**src/design/srak_consts.svh**
```systemverilog
// constants for the service request and acknowledge logic
`ifndef SRAK_CONSTS_SVH
`define SRAK_CONSTS_SVH
`define SRAK_PIR_REQ_BIT 7
`define SRAK_PIR_PORT_BIT 6
`define SRAK_PIR_PIPE_BIT 5
`define SRAK_PIPE_FIFO_CTRL_REG_INT_ENABLE_BIT_BIT 4
`define SRAK_SVC_REQUEST_STATUS_REG_DMA_BIT 7
`define SRAK_SVC_REQUEST_STATUS_REG_SRQ_BIT 3
`define SRAK_SRC_MASK 8'h07
`define SRAK_SRC_PORT 3'h4
`define SRAK_SRC_PIPE 3'h5
`define SRAK_SRC_BOTH 3'h6
`define SRAK_VEC_RESET 8'h00
`endif

```
**src/design/srak_pkg.sv**
```systemverilog
// types for the service request and acknowledge logic
package srak_pkg;
   typedef enum logic [1:0] {
      SRAK_IDLE = 2'b00,
      SRAK_REQ = 2'b01,
      SRAK_SERVICE = 2'b10
   } srak_state_type;
endpackage

```
**src/design/srak_sync.sv**
```systemverilog
// two flip-flop synchroniser for pin inputs
`timescale 1ns/100ps
module srak_sync (
   input wire logic i_clk,
   input wire logic i_sys_rst,
   input wire logic i_reset_val,
   input wire logic i_async,
   output logic o_sync
);
   logic stage1;
   // reset value comes from a constant tie at the instance
   always_ff @(posedge i_clk) begin
      if (i_sys_rst) begin
         stage1 <= i_reset_val;
         o_sync <= i_reset_val;
      end else begin
         stage1 <= i_async;
         o_sync <= stage1;
      end
   end
endmodule

```
**src/design/srak_service_req.sv**
```systemverilog
// service request, vectored acknowledge and dma status logic
//
// Notes on behaviour
// - read with acknowledge low drives local vector onto data bus
// - acknowledge low drops the service request output
// - interrupt enable cleared then set ends service
// - with dma enabled, threshold crossing shows in status bit 7
// - with dma enabled, fifo data only through dma buffer, 16-bit bus
// - status bit mask 0x08 shows an active service request
// - vector low bits: 4 port, 5 pipeline, 6 both
// - interrupt register bits show port, pipeline or both as source
`timescale 1ns/100ps
`include "srak_consts.svh"
module srak_service_req (
   input wire logic i_clk,
   input wire logic i_sys_rst,
   input wire logic i_svc_ack_n,
   input wire logic i_host_rd,
   input wire logic i_port_event,
   input wire logic i_pipe_event,
   input wire logic [7:0] i_vector_base,
   input wire logic i_pending_clear,
   input wire logic i_int_enable_bit,
   input wire logic i_dma_enable,
   input wire logic i_fifo_threshold,
   input wire logic i_bus_16bit,
   output logic o_svc_req_n,
   output logic [7:0] o_data,
   output logic o_data_oe,
   output logic [7:0] o_par_int_reg,
   output logic [7:0] o_local_vector,
   output logic [7:0] o_svc_request_status_reg,
   output logic o_dma_buffer_ok,
   output logic o_fifo_poll_needed
);
   // ---------------------------------------------------------------
   // pin synchronisation
   // ---------------------------------------------------------------
   logic ack_n_s;
   srak_sync u_ack_sync (
      .i_clk(i_clk),
      .i_sys_rst(i_sys_rst),
      .i_reset_val(1'b1),
      .i_async(i_svc_ack_n),
      .o_sync(ack_n_s)
   );

   srak_pkg::srak_state_type state;
   logic port_src;
   logic pipe_src;
   logic en_d;
   logic toggle_done;
   logic ack_read;
   logic [2:0] next_src;
   logic late_port;
   logic late_pipe;

   // a falling then rising edge of the enable bit ends service
   assign toggle_done = i_int_enable_bit & ~en_d;
   assign ack_read = ~ack_n_s & i_host_rd;

   function automatic logic [2:0] src_code(input logic port, input logic pipe);
      if (port && pipe) begin
         src_code = `SRAK_SRC_BOTH;
      end else if (pipe) begin
         src_code = `SRAK_SRC_PIPE;
      end else begin
         src_code = `SRAK_SRC_PORT;
      end
   endfunction

   assign next_src = src_code(port_src | i_port_event, pipe_src | i_pipe_event);

   // ---------------------------------------------------------------
   // enable edge tracking
   // ---------------------------------------------------------------
   always_ff @(posedge i_clk) begin
      if (i_sys_rst) begin
         en_d <= 1'b1;
      end else begin
         en_d <= i_int_enable_bit;
      end
   end

   // ---------------------------------------------------------------
   // request state machine
   // ---------------------------------------------------------------
   always_ff @(posedge i_clk) begin
      if (i_sys_rst) begin
         state <= srak_pkg::SRAK_IDLE;
      end else begin
         unique case (state)
            srak_pkg::SRAK_IDLE: begin
               // sources recorded while enable was low or during service raise it here
               if ((port_src | pipe_src | i_port_event | i_pipe_event) && i_int_enable_bit) begin
                  state <= srak_pkg::SRAK_REQ;
               end
            end
            srak_pkg::SRAK_REQ: begin
               // held until acknowledged or pending bit cleared
               if (!ack_n_s || i_pending_clear) begin
                  state <= srak_pkg::SRAK_SERVICE;
               end
            end
            srak_pkg::SRAK_SERVICE: begin
               // no new request until the enable toggle
               if (toggle_done) begin
                  state <= srak_pkg::SRAK_IDLE;
               end
            end
            default: begin
               state <= srak_pkg::SRAK_IDLE;
            end
         endcase
      end
   end

   // ---------------------------------------------------------------
   // source capture, events during service are kept for the next one
   // ---------------------------------------------------------------
   always_ff @(posedge i_clk) begin
      if (i_sys_rst) begin
         port_src <= 1'b0;
         pipe_src <= 1'b0;
      end else if (state == srak_pkg::SRAK_SERVICE && toggle_done) begin
         // sources of the finished service drop, late ones take their place
         port_src <= late_port | i_port_event;
         pipe_src <= late_pipe | i_pipe_event;
      end else if (state != srak_pkg::SRAK_SERVICE) begin
         port_src <= port_src | i_port_event;
         pipe_src <= pipe_src | i_pipe_event;
      end
   end

   // events during service wait here, so the source bits keep naming the one being served
   always_ff @(posedge i_clk) begin
      if (i_sys_rst) begin
         late_port <= 1'b0;
         late_pipe <= 1'b0;
      end else if (state != srak_pkg::SRAK_SERVICE || toggle_done) begin
         late_port <= 1'b0;
         late_pipe <= 1'b0;
      end else begin
         late_port <= late_port | i_port_event;
         late_pipe <= late_pipe | i_pipe_event;
      end
   end

   // ---------------------------------------------------------------
   // visible registers and pins
   // ---------------------------------------------------------------
   always_ff @(posedge i_clk) begin
      if (i_sys_rst) begin
         o_svc_req_n <= 1'b1;
         o_par_int_reg <= 8'h00;
         o_local_vector <= `SRAK_VEC_RESET;
         o_svc_request_status_reg <= 8'h00;
      end else begin
         // deasserted on acknowledge or clear
         o_svc_req_n <= !(state == srak_pkg::SRAK_REQ && ack_n_s && !i_pending_clear);
         o_par_int_reg[`SRAK_PIR_REQ_BIT] <= (state == srak_pkg::SRAK_REQ) && !i_pending_clear;
         o_par_int_reg[`SRAK_PIR_PORT_BIT] <= port_src | i_port_event;
         o_par_int_reg[`SRAK_PIR_PIPE_BIT] <= pipe_src | i_pipe_event;
         o_par_int_reg[4:0] <= 5'h00;
         o_local_vector <= {i_vector_base[7:3], next_src & 3'(`SRAK_SRC_MASK)};
         o_svc_request_status_reg[`SRAK_SVC_REQUEST_STATUS_REG_SRQ_BIT] <= (state == srak_pkg::SRAK_REQ);
         o_svc_request_status_reg[`SRAK_SVC_REQUEST_STATUS_REG_DMA_BIT] <= i_dma_enable & i_fifo_threshold;
      end
   end

   always_ff @(posedge i_clk) begin
      if (i_sys_rst) begin
         o_dma_buffer_ok <= 1'b0;
         o_fifo_poll_needed <= 1'b1;
      end else begin
         o_dma_buffer_ok <= i_dma_enable & i_bus_16bit;
         o_fifo_poll_needed <= ~i_dma_enable;
      end
   end

   // vector driven during an acknowledge read cycle
   always_ff @(posedge i_clk) begin
      if (i_sys_rst) begin
         o_data <= 8'h00;
         o_data_oe <= 1'b0;
      end else begin
         o_data_oe <= ack_read;
         o_data <= ack_read ? {i_vector_base[7:3], next_src} : 8'h00;
      end
   end

   // ---------------------------------------------------------------
   // checks
   // ---------------------------------------------------------------
   property p_ack_drops_req;
      @(posedge i_clk) disable iff (i_sys_rst) !ack_n_s |=> o_svc_req_n;
   endproperty
   a_ack_drops_req: assert property (p_ack_drops_req) else $error("request not dropped on ack");

   property p_ack_read_vec;
      @(posedge i_clk) disable iff (i_sys_rst) ack_read |=> o_data_oe && o_data[2:0] == $past(next_src);
   endproperty
   a_ack_read_vec: assert property (p_ack_read_vec) else $error("vector not driven");

   property p_clear_drops;
      @(posedge i_clk) disable iff (i_sys_rst) i_pending_clear |=> o_svc_req_n && !o_par_int_reg[7];
   endproperty
   a_clear_drops: assert property (p_clear_drops) else $error("clear ignored");

   property p_service_holds;
      @(posedge i_clk) disable iff (i_sys_rst)
         state == srak_pkg::SRAK_SERVICE && !toggle_done |=> state == srak_pkg::SRAK_SERVICE;
   endproperty
   a_service_holds: assert property (p_service_holds) else $error("service ended early");

   property p_toggle_ends;
      @(posedge i_clk) disable iff (i_sys_rst)
         state == srak_pkg::SRAK_SERVICE && toggle_done |=> state == srak_pkg::SRAK_IDLE;
   endproperty
   a_toggle_ends: assert property (p_toggle_ends) else $error("toggle missed");

   property p_dma_flag;
      @(posedge i_clk) disable iff (i_sys_rst)
         ##1 o_svc_request_status_reg[7] == ($past(i_dma_enable) && $past(i_fifo_threshold));
   endproperty
   a_dma_flag: assert property (p_dma_flag) else $error("dma flag wrong");

   property p_status_req;
      @(posedge i_clk) disable iff (i_sys_rst) ##1 o_svc_request_status_reg[3] == ($past(state) == srak_pkg::SRAK_REQ);
   endproperty
   a_status_req: assert property (p_status_req) else $error("status bit wrong");

   property p_src_both;
      @(posedge i_clk) disable iff (i_sys_rst) port_src && pipe_src |=> o_local_vector[2:0] == 3'h6;
   endproperty
   a_src_both: assert property (p_src_both) else $error("source code wrong");

   property p_pir_src;
      @(posedge i_clk) disable iff (i_sys_rst) pipe_src |=> o_par_int_reg[5];
   endproperty
   a_pir_src: assert property (p_pir_src) else $error("pipeline source lost");

   property p_dma_buf;
      @(posedge i_clk) disable iff (i_sys_rst) !i_bus_16bit |=> !o_dma_buffer_ok;
   endproperty
   a_dma_buf: assert property (p_dma_buf) else $error("dma buffer on 8-bit bus");
endmodule

```
**config.mk**
```make
export PLATFORM = sky130hd
export DESIGN_NAME = srak_service_req
export DESIGN_NICKNAME = d
export VERILOG_FILES = /design/src/design/srak_pkg.sv /design/src/design/srak_sync.sv /design/src/design/srak_service_req.sv
export VERILOG_INCLUDE_DIRS = /design/src /design/src/design
export SDC_FILE = /design/constraint.sdc
export NUM_CORES = 1
export LEC_CHECK = 0
export ABC_CLOCK_PERIOD_IN_PS = 2600
export BUFFER_PORTS_ARGS = -buffer_cell sky130_fd_sc_hd__buf_2
export CAP_MARGIN = 10
export CORE_MARGIN = 2
export CORE_UTILIZATION = 46
export CTS_CLUSTER_DIAMETER = 150
export CTS_CLUSTER_SIZE = 25
export DETAILED_ROUTE_END_ITERATION = 12
export GPL_TIMING_DRIVEN = 0
export PLACE_DENSITY = 0.8
export SETUP_SLACK_MARGIN = 0.4
export SYNTH_ARGS = -nofsm -noshare
export SYNTH_HDL_FRONTEND = slang
export SYNTH_SLANG_ARGS = --single-unit
export TNS_END_PERCENT = 50
```
**constraint.sdc**
```tcl
create_clock -name i_clk -period 2.6 [get_ports i_clk]
set_clock_uncertainty 0.1 [all_clocks]
set_input_delay 0.52 -clock i_clk [delete_from_list [all_inputs] [get_ports i_clk]]
set_output_delay 0.52 -clock i_clk [all_outputs]
set_load 0.05 [all_outputs]
```
### Yosys cells after proc, flatten, opt, wreduce, memory -nomap -nowiden

Index checks and enable logic that the tools add are counted.
W data, S select, Z words.

| storage, ports and cells | value |
|---|---|
| flip-flop bits (word level) | 39 |
| input bits | 19 |
| word-level logic and storage cells | 64 |

| operators by class | value |
|---|---|
| equal/unequal tests | 6 |
| mux-type cells | 10 |
| bitwise operators | 15 |
| reduce and logical (&&, ||, !) cells | 16 |

Operators with widths:

| kind | number |
|---|---|
| $ne A2 B2 Y1 const B | 4 |
| $or A1 B1 Y1 | 7 |
| $logic_and A1 B1 Y1 | 6 |
| $mux W2 | 3 |
| $pmux W2 S3 | 1 |
| $mux W1 | 5 |
| $and A1 B1 Y1 | 4 |
| $not A1 Y1 | 4 |
| $reduce_or A2 Y1 | 2 |
| $logic_not A1 Y1 | 3 |
| $mux W3 | 1 |
| $reduce_and A3 Y1 | 1 |
| $eq A2 B1 Y1 const B | 1 |
| $eq A2 B2 Y1 const B | 1 |
| $logic_not A2 Y1 | 1 |
| $logic_or A1 B1 Y1 | 2 |
| $reduce_bool A2 Y1 | 1 |

### Logic depth before layout (Yosys ltp)

Gate-level depths: netlist of run 1.

| logic depth | value |
|---|---|
| depth in word-level cells | 6 |
| gate-level depth with buffers | 3 |

### Cells and area by module

Synthesis of run 1 repeated with hierarchy kept, for this count alone.

| unflattened totals | value |
|---|---|
| cell total of the unflattened synthesis | 99 |
| area, all modules | 1097.3 µm² |

Modules (own cells, without submodules):

| module | times used | cells each | area an instance (µm²) | sequential area each (µm²) |
|---|---|---|---|---|
| srak_service_req | 1 | 95 | 1034.7 | 640.6 |
| srak_sync | 1 | 4 | 62.6 | 40.0 |

### Worst setup path before layout of run 1

Ideal clock, no wire load.

| timing | value |
|---|---|
| kind | input-to-reg |
| start point | input i_port_event |
| end point | register state[0] |
| library setup time | 0.121 ns |
| arrival | 1.027 ns |
| path slack | 1.352 ns |
| cell stages on the path | 3 |
| buffers on the path | 0 |
| path through | o41a_1 -> mux2i_1 -> nor3_1 |

| between the ends | value |
|---|---|
| cells in the longest elaborated chain, start to end | 5 |

Ends and longest elaborated chain:

| item | RTL line | source |
|---|---|---|
| start, declared | srak_service_req.sv:19 | `input wire logic i_port_event,` |
| $or A1 B1 Y1 (2 in a row) | srak_service_req.sv:95 | `if ((port_src \| pipe_src \| i_port_event \| i_pipe_event) && i_int_enable_bit) begin` |
| $logic_and A1 B1 Y1 | srak_service_req.sv:95 |  |
| $ne A2 B2 Y1 (no line) | -- |  |
| $reduce_and A3 Y1 (no line) | -- |  |
| end signal, assigned | srak_service_req.sv:96 | `state <= srak_pkg::SRAK_REQ;` |
| end signal, assigned | srak_service_req.sv:102 | `state <= srak_pkg::SRAK_SERVICE;` |
| end signal, assigned | srak_service_req.sv:108 | `state <= srak_pkg::SRAK_IDLE;` |
| end, declared | srak_service_req.sv:48 | `srak_pkg::srak_state_type state;` |

No other way between the ends.
A chain may end at the register's enable or synchronous reset.

### Final worst setup path of run 1

| timing | value |
|---|---|
| start point | register o_local_vector[3] |
| end point | output o_local_vector[3] |

RTL lines:

| item | RTL line | source |
|---|---|---|
| start, declared | srak_service_req.sv:31 | `output logic [7:0] o_local_vector,` |
| start signal, assigned | srak_service_req.sv:156 | `` o_local_vector <= `SRAK_VEC_RESET; `` |
| start signal, assigned | srak_service_req.sv:165 | `` o_local_vector <= {i_vector_base[7:3], next_src & 3'(`SRAK_SRC_MASK)}; `` |

No word-level cell between the ends.

==> results of run 1 <==
-- cells by family (layout without fill, tap and decap cells) --
logic type,after synthesis,in the layout,share of synthesized area [%]
AO/OA/AOI/OAI,8,8,5.43
buffers and inverters,17,64,9.93
flip-flops,34,34,62.8
multiplexers,1,1,0.924
other,1,11,0.346
AND/OR/NAND/NOR,37,37,20.6
-- worst min-delay path by stage --
stage                     slack [ns]                end               from
final                           0.26   o_par_int_reg[7]    i_pending_clear
after global routing            0.23   o_par_int_reg[7]    i_pending_clear
after CTS                       0.24   o_par_int_reg[7]    i_pending_clear
after detailed placement        0.30  u_ack_sync.o_sync  u_ack_sync.stage1
after global placement          0.30  u_ack_sync.o_sync  u_ack_sync.stage1
after floorplan                 0.29  u_ack_sync.o_sync  u_ack_sync.stage1
-- routing by layer --
layer  global-route usage [%]  vias to the layer above
met5                        0                        -
met4                     7.69                        0
met3                     8.57                        4
met2                     28.7                       33
met1                     16.0                      350
li1                         -                      413
-- power breakdown --
part | switching, mW | leakage, nW | internal (mW)
sequential | 0.00977 | 0.280 | 0.543
combinational | 0.118 | 0.397 | 0.0470
clock | 0.158 | 0.0308 | 0.0970
total | 0.286 | 0.707 | 0.687
-- layout by cell type (no fill, tap or decap) --
master / count
clkinv_2: 2
conb_1: 11
nor2b_1: 11
nor3_1: 5
nand2_1: 2
clkbuf_1: 1
o21ai_1: 1
buf_4: 11
a21oi_1: 1
or3b_1: 1
clkbuf_4: 5
nor3b_2: 1
nor3b_1: 1
a211oi_1: 4
inv_1: 3
and3_1: 2
and4bb_4: 1
a21o_1: 1
mux2i_1: 1
nor4_1: 1
o41a_1: 1
or2_2: 3
buf_2: 42
dfxtp_1: 34
nor2_1: 7
nand2b_1: 2
-- layout make-up --
| type | count | area share, % |
|---|---|---|
| clock inverters | 2 | 0.713 |
| repair buffers | 40 | 14.3 |
| plain buffers | 14 | 6.86 |
| inverters | 3 | 0.802 |
| multi-input cells | 57 | 23.7 |
| flip-flops and latches | 34 | 48.5 |
| clock buffers | 5 | 2.67 |
| well taps | 28 | 2.50 |
-- through the flow --
stage / worst slack [ns] / util, % / power, mW / instance area (sq um)
after detailed placement: 1.17 / 61.3 / 0.730 / 1360
after floorplan: 1.35 / - / 0.694 / 1120
final: 1.06 / 63.5 / 0.973 / 1400
after global routing: 1.00 / 63.5 / 1.02 / 1400
after CTS: 1.04 / 63.5 / 0.987 / 1400
after global placement: 1.18 / 61.3 / 0.726 / 1360
==> metrics.md, run 1 <==
| Metric | Value |
|---|---|
| Status | `finished clean` |
| Total number of vias | `800` |
| Synth top cells by count | `34 x dfxtp_1, 11 x buf_4, 11 x nor2b_1` |
| Levels on crit path | `1` |
| Post-CTS Resized | `0` |
| Tmin final | `1.54 ns` |
| Die height | `52.5 um` |
| Final setup viols | `0` |
| Warnings, synthesis | `0` |
| Post-synthesis cell type count | `24` |
| Clock sinks | `34` |
| Yosys top cell by area | `dfxtp_1` |
| Deepest clock path buffer count | `2` |
| Largest net degree at the start of global routing | `11` |
| CP cell instances | `buf_2` |
| Metal-1 WL | `707 um` |
| Synth top area share | `62.8%` |
| Iteration-0 DRC Markers | `4` |
| Max Used Layer | `met4` |
| Post-CTS Repair Setup Buffers | `0` |
| Worst endpoint required time | `1.98 ns` |
| Total CTS buffers | `5` |
| Startpoint Class | `flip-flop` |
| Leakage | `0.707 nW` |
| Vias/cell | `4.37` |
| DRC viols | `0` |
| Fmax | `648 MHz` |
| Slew Limit Fails | `0` |
| Die X | `52.5 um` |
| R2R Setup Slk | `1.42 ns` |
| Unrepaired setup endpoints after global routing | `no` |
| Total negative slack | `0 ns` |
| RR Startpoint | `port_src` |
| Hold depth | `2` |
| Hold_ws | `0.256 ns` |
| Crit Path Max Fanout | `1` |
| Synth Flop Type | `dfxtp_1` |
| Fin nets | `174` |
| Worst setup path endpoint | `o_local_vector[3]` |
| Mapped Area | `1080 sq um` |
| Post-cts hold buffer count | `0` |
| Crit Path Class | `reg2out` |
| Crit Reg-Reg Endpoint | `state[0]` |
| Initial antenna violation count | `0` |
| TritonCTS clock tree | `yes` |
| Diodes inserted | `0` |
| Pwr dens | `693 nW/um^2` |
| Core Area | `2210 sq um` |
| Register area share after synthesis | `62.8%` |
| Largest cells by area after synthesis | `dfxtp_1 63%, buf_4 7.6%, nor2b_1 6.4%` |
| Crit path launch | `o_local_vector[3]` |
| Post-synth EDFFs | `0` |
| Layout cells sized above 1 | `41.9%` |
| Total Wirelength | `1.95 mm` |
| Hold WC Path Type | `in2reg` |
| Worst-path clk slew | `0.09 ns` |
| Crit-path slowest cell | `dfxtp_1` |
| Critical Path AT | `0.92 ns` |
| Most frequent cell after synthesis | `dfxtp_1` |
| IO Port Bufs | `40` |
| Storage cell area | `681 sq um` |
| Synthesis-to-finish area growth | `29.6%` |
| Starting Density | `49.0%` |
| Avg Inst Size Synth | `11.1 sq um` |
| Final Cycle Share | `59.4%` |
| Cells after Synth | `98` |
| Fill count | `208` |
| Hold Vio Cnt, Final | `0` |
| Multi-input logic area | `333 sq um` |
| GRT Total Usage | `16.5%` |
| Met3 Wirelength | `196 um` |
| Finished Layout Cells | `183` |
| CP delay by family, top | `flip-flops` |
| Later-pin clock latency in the skew report | `0.32 ns` |
| Critical Path Sink Type | `output pin` |
| First-pass GRT wire length | `3.13 mm` |
| DR WL/cell | `10.6 um` |
| R2R depth | `3` |
| Vias in the first global route | `716` |
| Worst VDD drop | `0.458 mV` |
| Final ANT Viol Nets | `0` |
| Clk root buf | `clkbuf_4` |
| Max-cap violations | `0` |
| DR WL met2 | `1.01 mm` |
| Num ports | `55` |
| CP Buf/Inv Count | `1` |
| Rows | `17` |
| Detailed placer's ending HPWL | `1.50 mm` |
| First drt pass iteration count | `3` |
| Cell count after placement | `176` |
| Asr flop ratio synth | `0%` |
| Die area | `2760 sq um` |
| FF+latch count, synth | `34` |
| Slowest cell delay on critical path | `0.34 ns` |
| H-tree depth | `2` |
| Total gr overflow | `0` |
| GP Congestion | `0.654` |
No activity file was read; power rests on OpenSTA's default activity.
==> run 2, diff against run 1 <==
--- a/config.mk
+++ b/config.mk
@@ -6,16 +6,16 @@
 export SDC_FILE = /design/constraint.sdc
 export NUM_CORES = 1
 export LEC_CHECK = 0
-export ABC_CLOCK_PERIOD_IN_PS = 2600
+export ABC_CLOCK_PERIOD_IN_PS = 1500
 export BUFFER_PORTS_ARGS = -buffer_cell sky130_fd_sc_hd__buf_2
 export CAP_MARGIN = 10
 export CORE_MARGIN = 2
-export CORE_UTILIZATION = 46
+export CORE_UTILIZATION = 43
 export CTS_CLUSTER_DIAMETER = 150
 export CTS_CLUSTER_SIZE = 25
 export DETAILED_ROUTE_END_ITERATION = 12
 export GPL_TIMING_DRIVEN = 0
-export PLACE_DENSITY = 0.8
+export PLACE_DENSITY = 0.75
 export SETUP_SLACK_MARGIN = 0.4
 export SYNTH_ARGS = -nofsm -noshare
 export SYNTH_HDL_FRONTEND = slang
==> constraint.sdc (replaced) <==
create_clock -name i_clk -period 1.5 [get_ports i_clk]
set_clock_uncertainty 0.1 [all_clocks]
set_input_delay 0.3 -clock i_clk [delete_from_list [all_inputs] [get_ports i_clk]]
set_output_delay 0.3 -clock i_clk [all_outputs]
set_load 0.05 [all_outputs]
==> metrics.md, run 2 (same netlist as run 1, synthesis figures left out) <==
| Metric | Value |
|---|---|
| Startpoint Class | `flip-flop` |
| Fill count | `151 (-27%)` |
| Synthesis-to-finish area growth | `59.2%` |
| Layout cells sized above 1 | `61.6% (+20 points)` |
| Deepest clock path buffer count | `2 (unchanged)` |
| Slowest cell delay on critical path | `0.36 ns (+0.02 ns)` |
| Worst-path clk slew | `0.11 ns (+0.02 ns)` |
| Status | `finished clean` |
| Final Cycle Share | `82.4%` |
| Detailed placer's ending HPWL | `1.44 mm (-4.2%)` |
| CP Buf/Inv Count | `1 (unchanged)` |
| Hold_ws | `0.0240 ns (-0.232 ns)` |
| Die X | `54.2 um (+3.2%)` |
| Max-cap violations | `0 (unchanged)` |
| Crit Path Max Fanout | `1 (unchanged)` |
| Crit Path Class | `reg2out` |
| Diodes inserted | `0 (unchanged)` |
| Leakage | `0.797 nW (+13%)` |
| Total negative slack | `0 ns (unchanged)` |
| Worst VDD drop | `0.866 mV (+89%)` |
| IO Port Bufs | `40 (unchanged)` |
| Final core occ | `70.9% (+7.5 points)` |
| H-tree depth | `2 (unchanged)` |
| GRT Total Usage | `16.6% (+0.10 points)` |
| Fmax | `809 MHz` |
| Slew Limit Fails | `0 (unchanged)` |
| Crit-path slowest cell | `dfxtp_2` |
| Largest net degree at the start of global routing | `12 (+1)` |
| Post-cts hold buffer count | `0 (unchanged)` |
| Critical Path Sink Type | `output pin` |
| Total gr overflow | `0 (unchanged)` |
| Worst endpoint required time | `1.10 ns (-0.88 ns)` |
| Num ports | `55 (unchanged)` |
| First-pass GRT wire length | `3.19 mm (+2.0%)` |
| First drt pass iteration count | `4 (+1)` |
| Total Wirelength | `2.45 mm (+26%)` |
| Total number of vias | `865 (+8.1%)` |
| Core Area | `2430 sq um (+10%)` |
| Total power | `1.97 mW (+100%)` |
| R2R Setup Slk | `0.29 ns (-1.13 ns)` |
| Rows | `18 (+1)` |
| Iteration-0 DRC Markers | `9 (+5)` |
| Vias/cell | `4.58 (+4.7%)` |
| CP delay by family, top | `flip-flops` |
| Total CTS buffers | `5 (unchanged)` |
| Die height | `54.2 um (+3.2%)` |
| DR WL/cell | `12.9 um (+22%)` |
| CP cell instances | `buf_8` |
| Starting Density | `44.5% (-4.4 points)` |
| Hold Vio Cnt, Final | `0 (unchanged)` |
| Critical Path AT | `0.84 ns (-0.08 ns)` |
| Clk root buf | `clkbuf_4` |
| Fin nets | `177 (+1.7%)` |
| Clock sinks | `34 (unchanged)` |
| DRC viols | `0 (unchanged)` |
| GP Congestion | `0.742 (+13%)` |
| Later-pin clock latency in the skew report | `0.33 ns (about the same)` |
| Commonest non-fill, non-tap cell in the layout | `dfxtp_2` |
| Unrepaired setup endpoints after global routing | `yes` |
| Most frequent cells in the layout | `26 x dfxtp_2, 17 x buf_2, 17 x buf_8, 14 x buf_4` |
| Final setup viols | `0 (unchanged)` |
| Tmin final | `1.24 ns` |
| TritonCTS clock tree | `yes` |
| Initial antenna violation count | `0 (unchanged)` |
| Final ANT Viol Nets | `0 (unchanged)` |
| Die area | `2940 sq um (+6.4%)` |
| Hold WC Path Type | `in2reg` |
| Vias in the first global route | `763 (+6.6%)` |
| Pwr dens | `1140 nW/um^2 (+65%)` |
==> run 2: cell count changes in the layout (fill, tap and decap cells not counted) <==
cell       previous run  this run
dfxtp_2               0        26
a211oi_1              4         2
buf_6                 0         8
dfxtp_4               0         1
a211oi_2              0         2
buf_2                42        17
dfxtp_1              34         7
buf_8                 0        17
buf_4                11        14
bufinv_16             0         1
==> run 2: layer usage <==
layer | track usage, % | vias up | routed length (um)
li1 | - | 421 | -
met1 | 14.4 | 393 | 893
met2 | 30.3 | 45 | 1330
met3 | 5.56 | 6 | 182
met4 | 13.8 | 0 | 41
met5 | 0 | - | 0
==> run 2: area by class of cell <==
cell class | count | area, sq um | area share [%]
Clock buffer | 5 | 37.5 | 2.18
Multi-Input combinational cell | 57 | 343 | 19.9
Tap cell | 30 | 37.5 | 2.18
Inverter | 3 | 11.3 | 0.653
Clock inverter | 3 | 40.0 | 2.32
Sequential cell | 34 | 717 | 41.6
Buffer | 14 | 96.3 | 5.58
Timing Repair Buffer | 43 | 443 | 25.7
==> run 2: per-stage QoR <==
step	worst slack, ns	std cells	cell area, sq um
after CTS	0.256	186	1630
after global routing	0.219	189	1730
final	0.264	189	1730
after floorplan	0.411	108	1120
after detailed placement	0.266	178	1360
after global placement	0.297	178	1360
==> run 2: repair_timing <==
action	CTS	global route
pin swaps	0	3
gates resized for setup	73	24
endpoints found under the setup margin	30	38
buffers inserted	0	3
==> run 2: report_power, final <==
part	internal (mW)	switching (mW)	total, mW
clock network	0.345	0.306	0.651
registers	0.946	0.0265	0.973
logic	0.132	0.215	0.347
==> run 2: worst paths after layout <==
path / from / endpoint / cells after the start
max: o_data_oe / o_data_oe / 1
min: i_pending_clear / o_par_int_reg[7] / 2
max reg2reg: port_src / state[0] / 3
min reg2reg: u_ack_sync.stage1 / u_ack_sync.o_sync / 1
==> run 3, diff against run 2 <==
--- a/config.mk
+++ b/config.mk
@@ -6,7 +6,7 @@
 export SDC_FILE = /design/constraint.sdc
 export NUM_CORES = 1
 export LEC_CHECK = 0
-export ABC_CLOCK_PERIOD_IN_PS = 1500
+export ABC_CLOCK_PERIOD_IN_PS = 1200
 export BUFFER_PORTS_ARGS = -buffer_cell sky130_fd_sc_hd__buf_2
 export CAP_MARGIN = 10
 export CORE_MARGIN = 2
==> constraint.sdc (replaced) <==
create_clock -name i_clk -period 1.2 [get_ports i_clk]
set_clock_uncertainty 0.1 [all_clocks]
set_input_delay 0.24 -clock i_clk [delete_from_list [all_inputs] [get_ports i_clk]]
set_output_delay 0.24 -clock i_clk [all_outputs]
set_load 0.05 [all_outputs]
==> metrics.md, run 3 (same netlist as run 1, synthesis figures left out) <==
| Metric | Value |
|---|---|
| Placed standard-cell area | `1400 sq um (+2.8%)` |
| First-pass GRT wire length | `4.03 mm (+26%)` |
| Worst Slack Setup Final | `-0.0472 ns (-0.311 ns)` |
| GP Congestion | `0.655 (-12%)` |
| GRT Total Usage | `20.6% (+4.0 points)` |
| Largest net degree at the start of global routing | `11 (-1)` |
| Clk root buf | `clkbuf_4` |
| Die area | `2940 sq um (unchanged)` |
| Diodes inserted | `0 (unchanged)` |
| Hold depth | `2 (unchanged)` |
| First drt pass iteration count | `4 (unchanged)` |
| Crit Path Max Fanout | `2 (+1)` |
| Post-cts hold buffer count | `1 (+1)` |
| Fmax | `802 MHz` |
| Hold Vio Cnt, Final | `2 (+2)` |
| RR Startpoint | `pipe_src` |
| Total CTS buffers | `5 (unchanged)` |
| Failing checks | `hold timing, setup timing` |
| Layout cells sized above 1 | `70.4% (+8.8 points)` |
| Cell count after placement | `178 (unchanged)` |
| Die height | `54.2 um (unchanged)` |
| Startpoint Class | `flip-flop` |
| IO Port Bufs | `40 (unchanged)` |
| Hold WC Path Type | `in2reg` |
| Worst endpoint required time | `1.33 ns (+0.23 ns)` |
| Vias in the first global route | `857 (+12%)` |
| Pwr dens | `1250 nW/um^2 (+9.4%)` |
| Worst-path clk slew | `0.10 ns (about the same)` |
| Later-pin clock latency in the skew report | `0.35 ns (+0.02 ns)` |
| Synthesis-to-finish area growth | `71.1%` |
| Core Area | `2430 sq um (unchanged)` |
| Final setup viols | `1 (+1)` |
| Critical Path Sink Type | `flip-flop` |
| Iteration-0 DRC Markers | `9 (unchanged)` |
| DR WL/cell | `14.8 um (+14%)` |
| Final ANT Viol Nets | `0 (unchanged)` |
| Deepest clock path buffer count | `2 (unchanged)` |
| DRC viols | `0 (unchanged)` |
| Total power | `2.32 mW (+18%)` |
| Die X | `54.2 um (unchanged)` |
| Commonest non-fill, non-tap cell in the layout | `dfxtp_2` |
| Rows | `18 (unchanged)` |
| Hold Path End | `u_ack_sync.stage1` |
| Worst VDD drop | `1.09 mV (+25%)` |
| Final Cycle Share | `104%` |
| TritonCTS clock tree | `yes` |
| Hold path startpoint | `i_svc_ack_n` |
| Crit Path Class | `reg2reg` |
| Num ports | `55 (unchanged)` |
| Leakage | `0.848 nW (+6.4%)` |
| Total Wirelength | `2.80 mm (+14%)` |
| H-tree depth | `2 (unchanged)` |
| Total number of vias | `859 (-0.69%)` |
| Starting Density | `44.5% (unchanged)` |
| Crit Reg-Reg Endpoint | `state[0]` |
| Fin area | `1850 sq um (+7.5%)` |
| Clock sinks | `34 (unchanged)` |
| Total gr overflow | `0 (unchanged)` |
| Status | `complete, but fails checks` |
| Finished Layout Cells | `189 (unchanged)` |
| Slew Limit Fails | `0 (unchanged)` |
| Max-cap violations | `0 (unchanged)` |
| Tmin final | `1.25 ns` |
| Fin nets | `178 (+0.56%)` |
| Initial antenna violation count | `0 (unchanged)` |
| R2R depth | `3 (unchanged)` |
| Detailed placer's ending HPWL | `1.44 mm (+0.15%)` |
| Total negative slack | `-0.0472 ns (-0.0472 ns)` |
| Hold_ws | `-0.0243 ns (-0.0483 ns)` |
| Most frequent cells in the layout | `29 x dfxtp_2, 25 x buf_8, 17 x buf_2, 13 x buf_4, 11 x conb_1` |
| Vias/cell | `4.54 (-0.69%)` |
| Fill count | `135 (-11%)` |
| Final core occ | `76.2% (+5.3 points)` |
| R2R Setup Slk | `-0.05 ns (-0.34 ns)` |
| Dpl ws | `0.00383 ns (-0.262 ns)` |
| Unrepaired setup endpoints after global routing | `yes` |
| Critical Path AT | `1.37 ns (+0.53 ns)` |
run 3: critical path, cell delays in order, from the launching register on:
cell     delay (ns)
dfxtp_2        0.34
o41a_1         0.41
mux2i_1        0.20
nor3_1         0.09
run 3: power breakdown:
| group | switching, mW | leakage (nW) | total [mW] | internal, mW |
|---|---|---|---|---|
| Clock | 0.390 | 0.0308 | 0.600 | 0.210 |
| Sequential | 0.0363 | 0.289 | 1.22 | 1.18 |
| Combinational | 0.296 | 0.528 | 0.495 | 0.199 |
run 3: layer usage:
| metal | part of all wire, % | global-route usage (%) | vias to the layer above |
|---|---|---|---|
| li1 | - | - | 417 |
| met2 | 53 | 37.3 | 39 |
| met3 | 6.1 | 6.67 | 7 |
| met1 | 38 | 20.5 | 396 |
| met4 | 2.6 | 11.3 | 0 |
| met5 | 0 | 0 | - |
run 3: cell type report:
cell class	count	area, sq um	share of cell area (%)
Sequential cell	34	721	38.9
Tap cell	30	37.5	2.02
Timing Repair Buffer	44	489	26.4
Multi-Input combinational cell	57	435	23.5
Clock buffer	5	37.5	2.02
Buffer	14	113	6.07
Inverter	3	11.3	0.607
Clock inverter	2	10.0	0.540
run 3: worst max path at each step:
stage                 startpoint        to  slack, ns  cells past startpoint
global placement    i_port_event  state[0]       0.06                      4
floorplan               port_src  state[0]       0.12                      3
detailed placement  i_port_event  state[0]      0.004                      4
finish                  pipe_src  state[0]      -0.05                      3
global route            pipe_src  state[0]      -0.05                      3
CTS                     port_src  state[0]      -0.01                      3
run 3: timing repair:
action,in CTS,in global routing
endpoints found under the setup margin,45,48
resized for setup,98,10
endpoints found under the hold margin,3,1
pin swaps,20,15
setup buffers,2,1
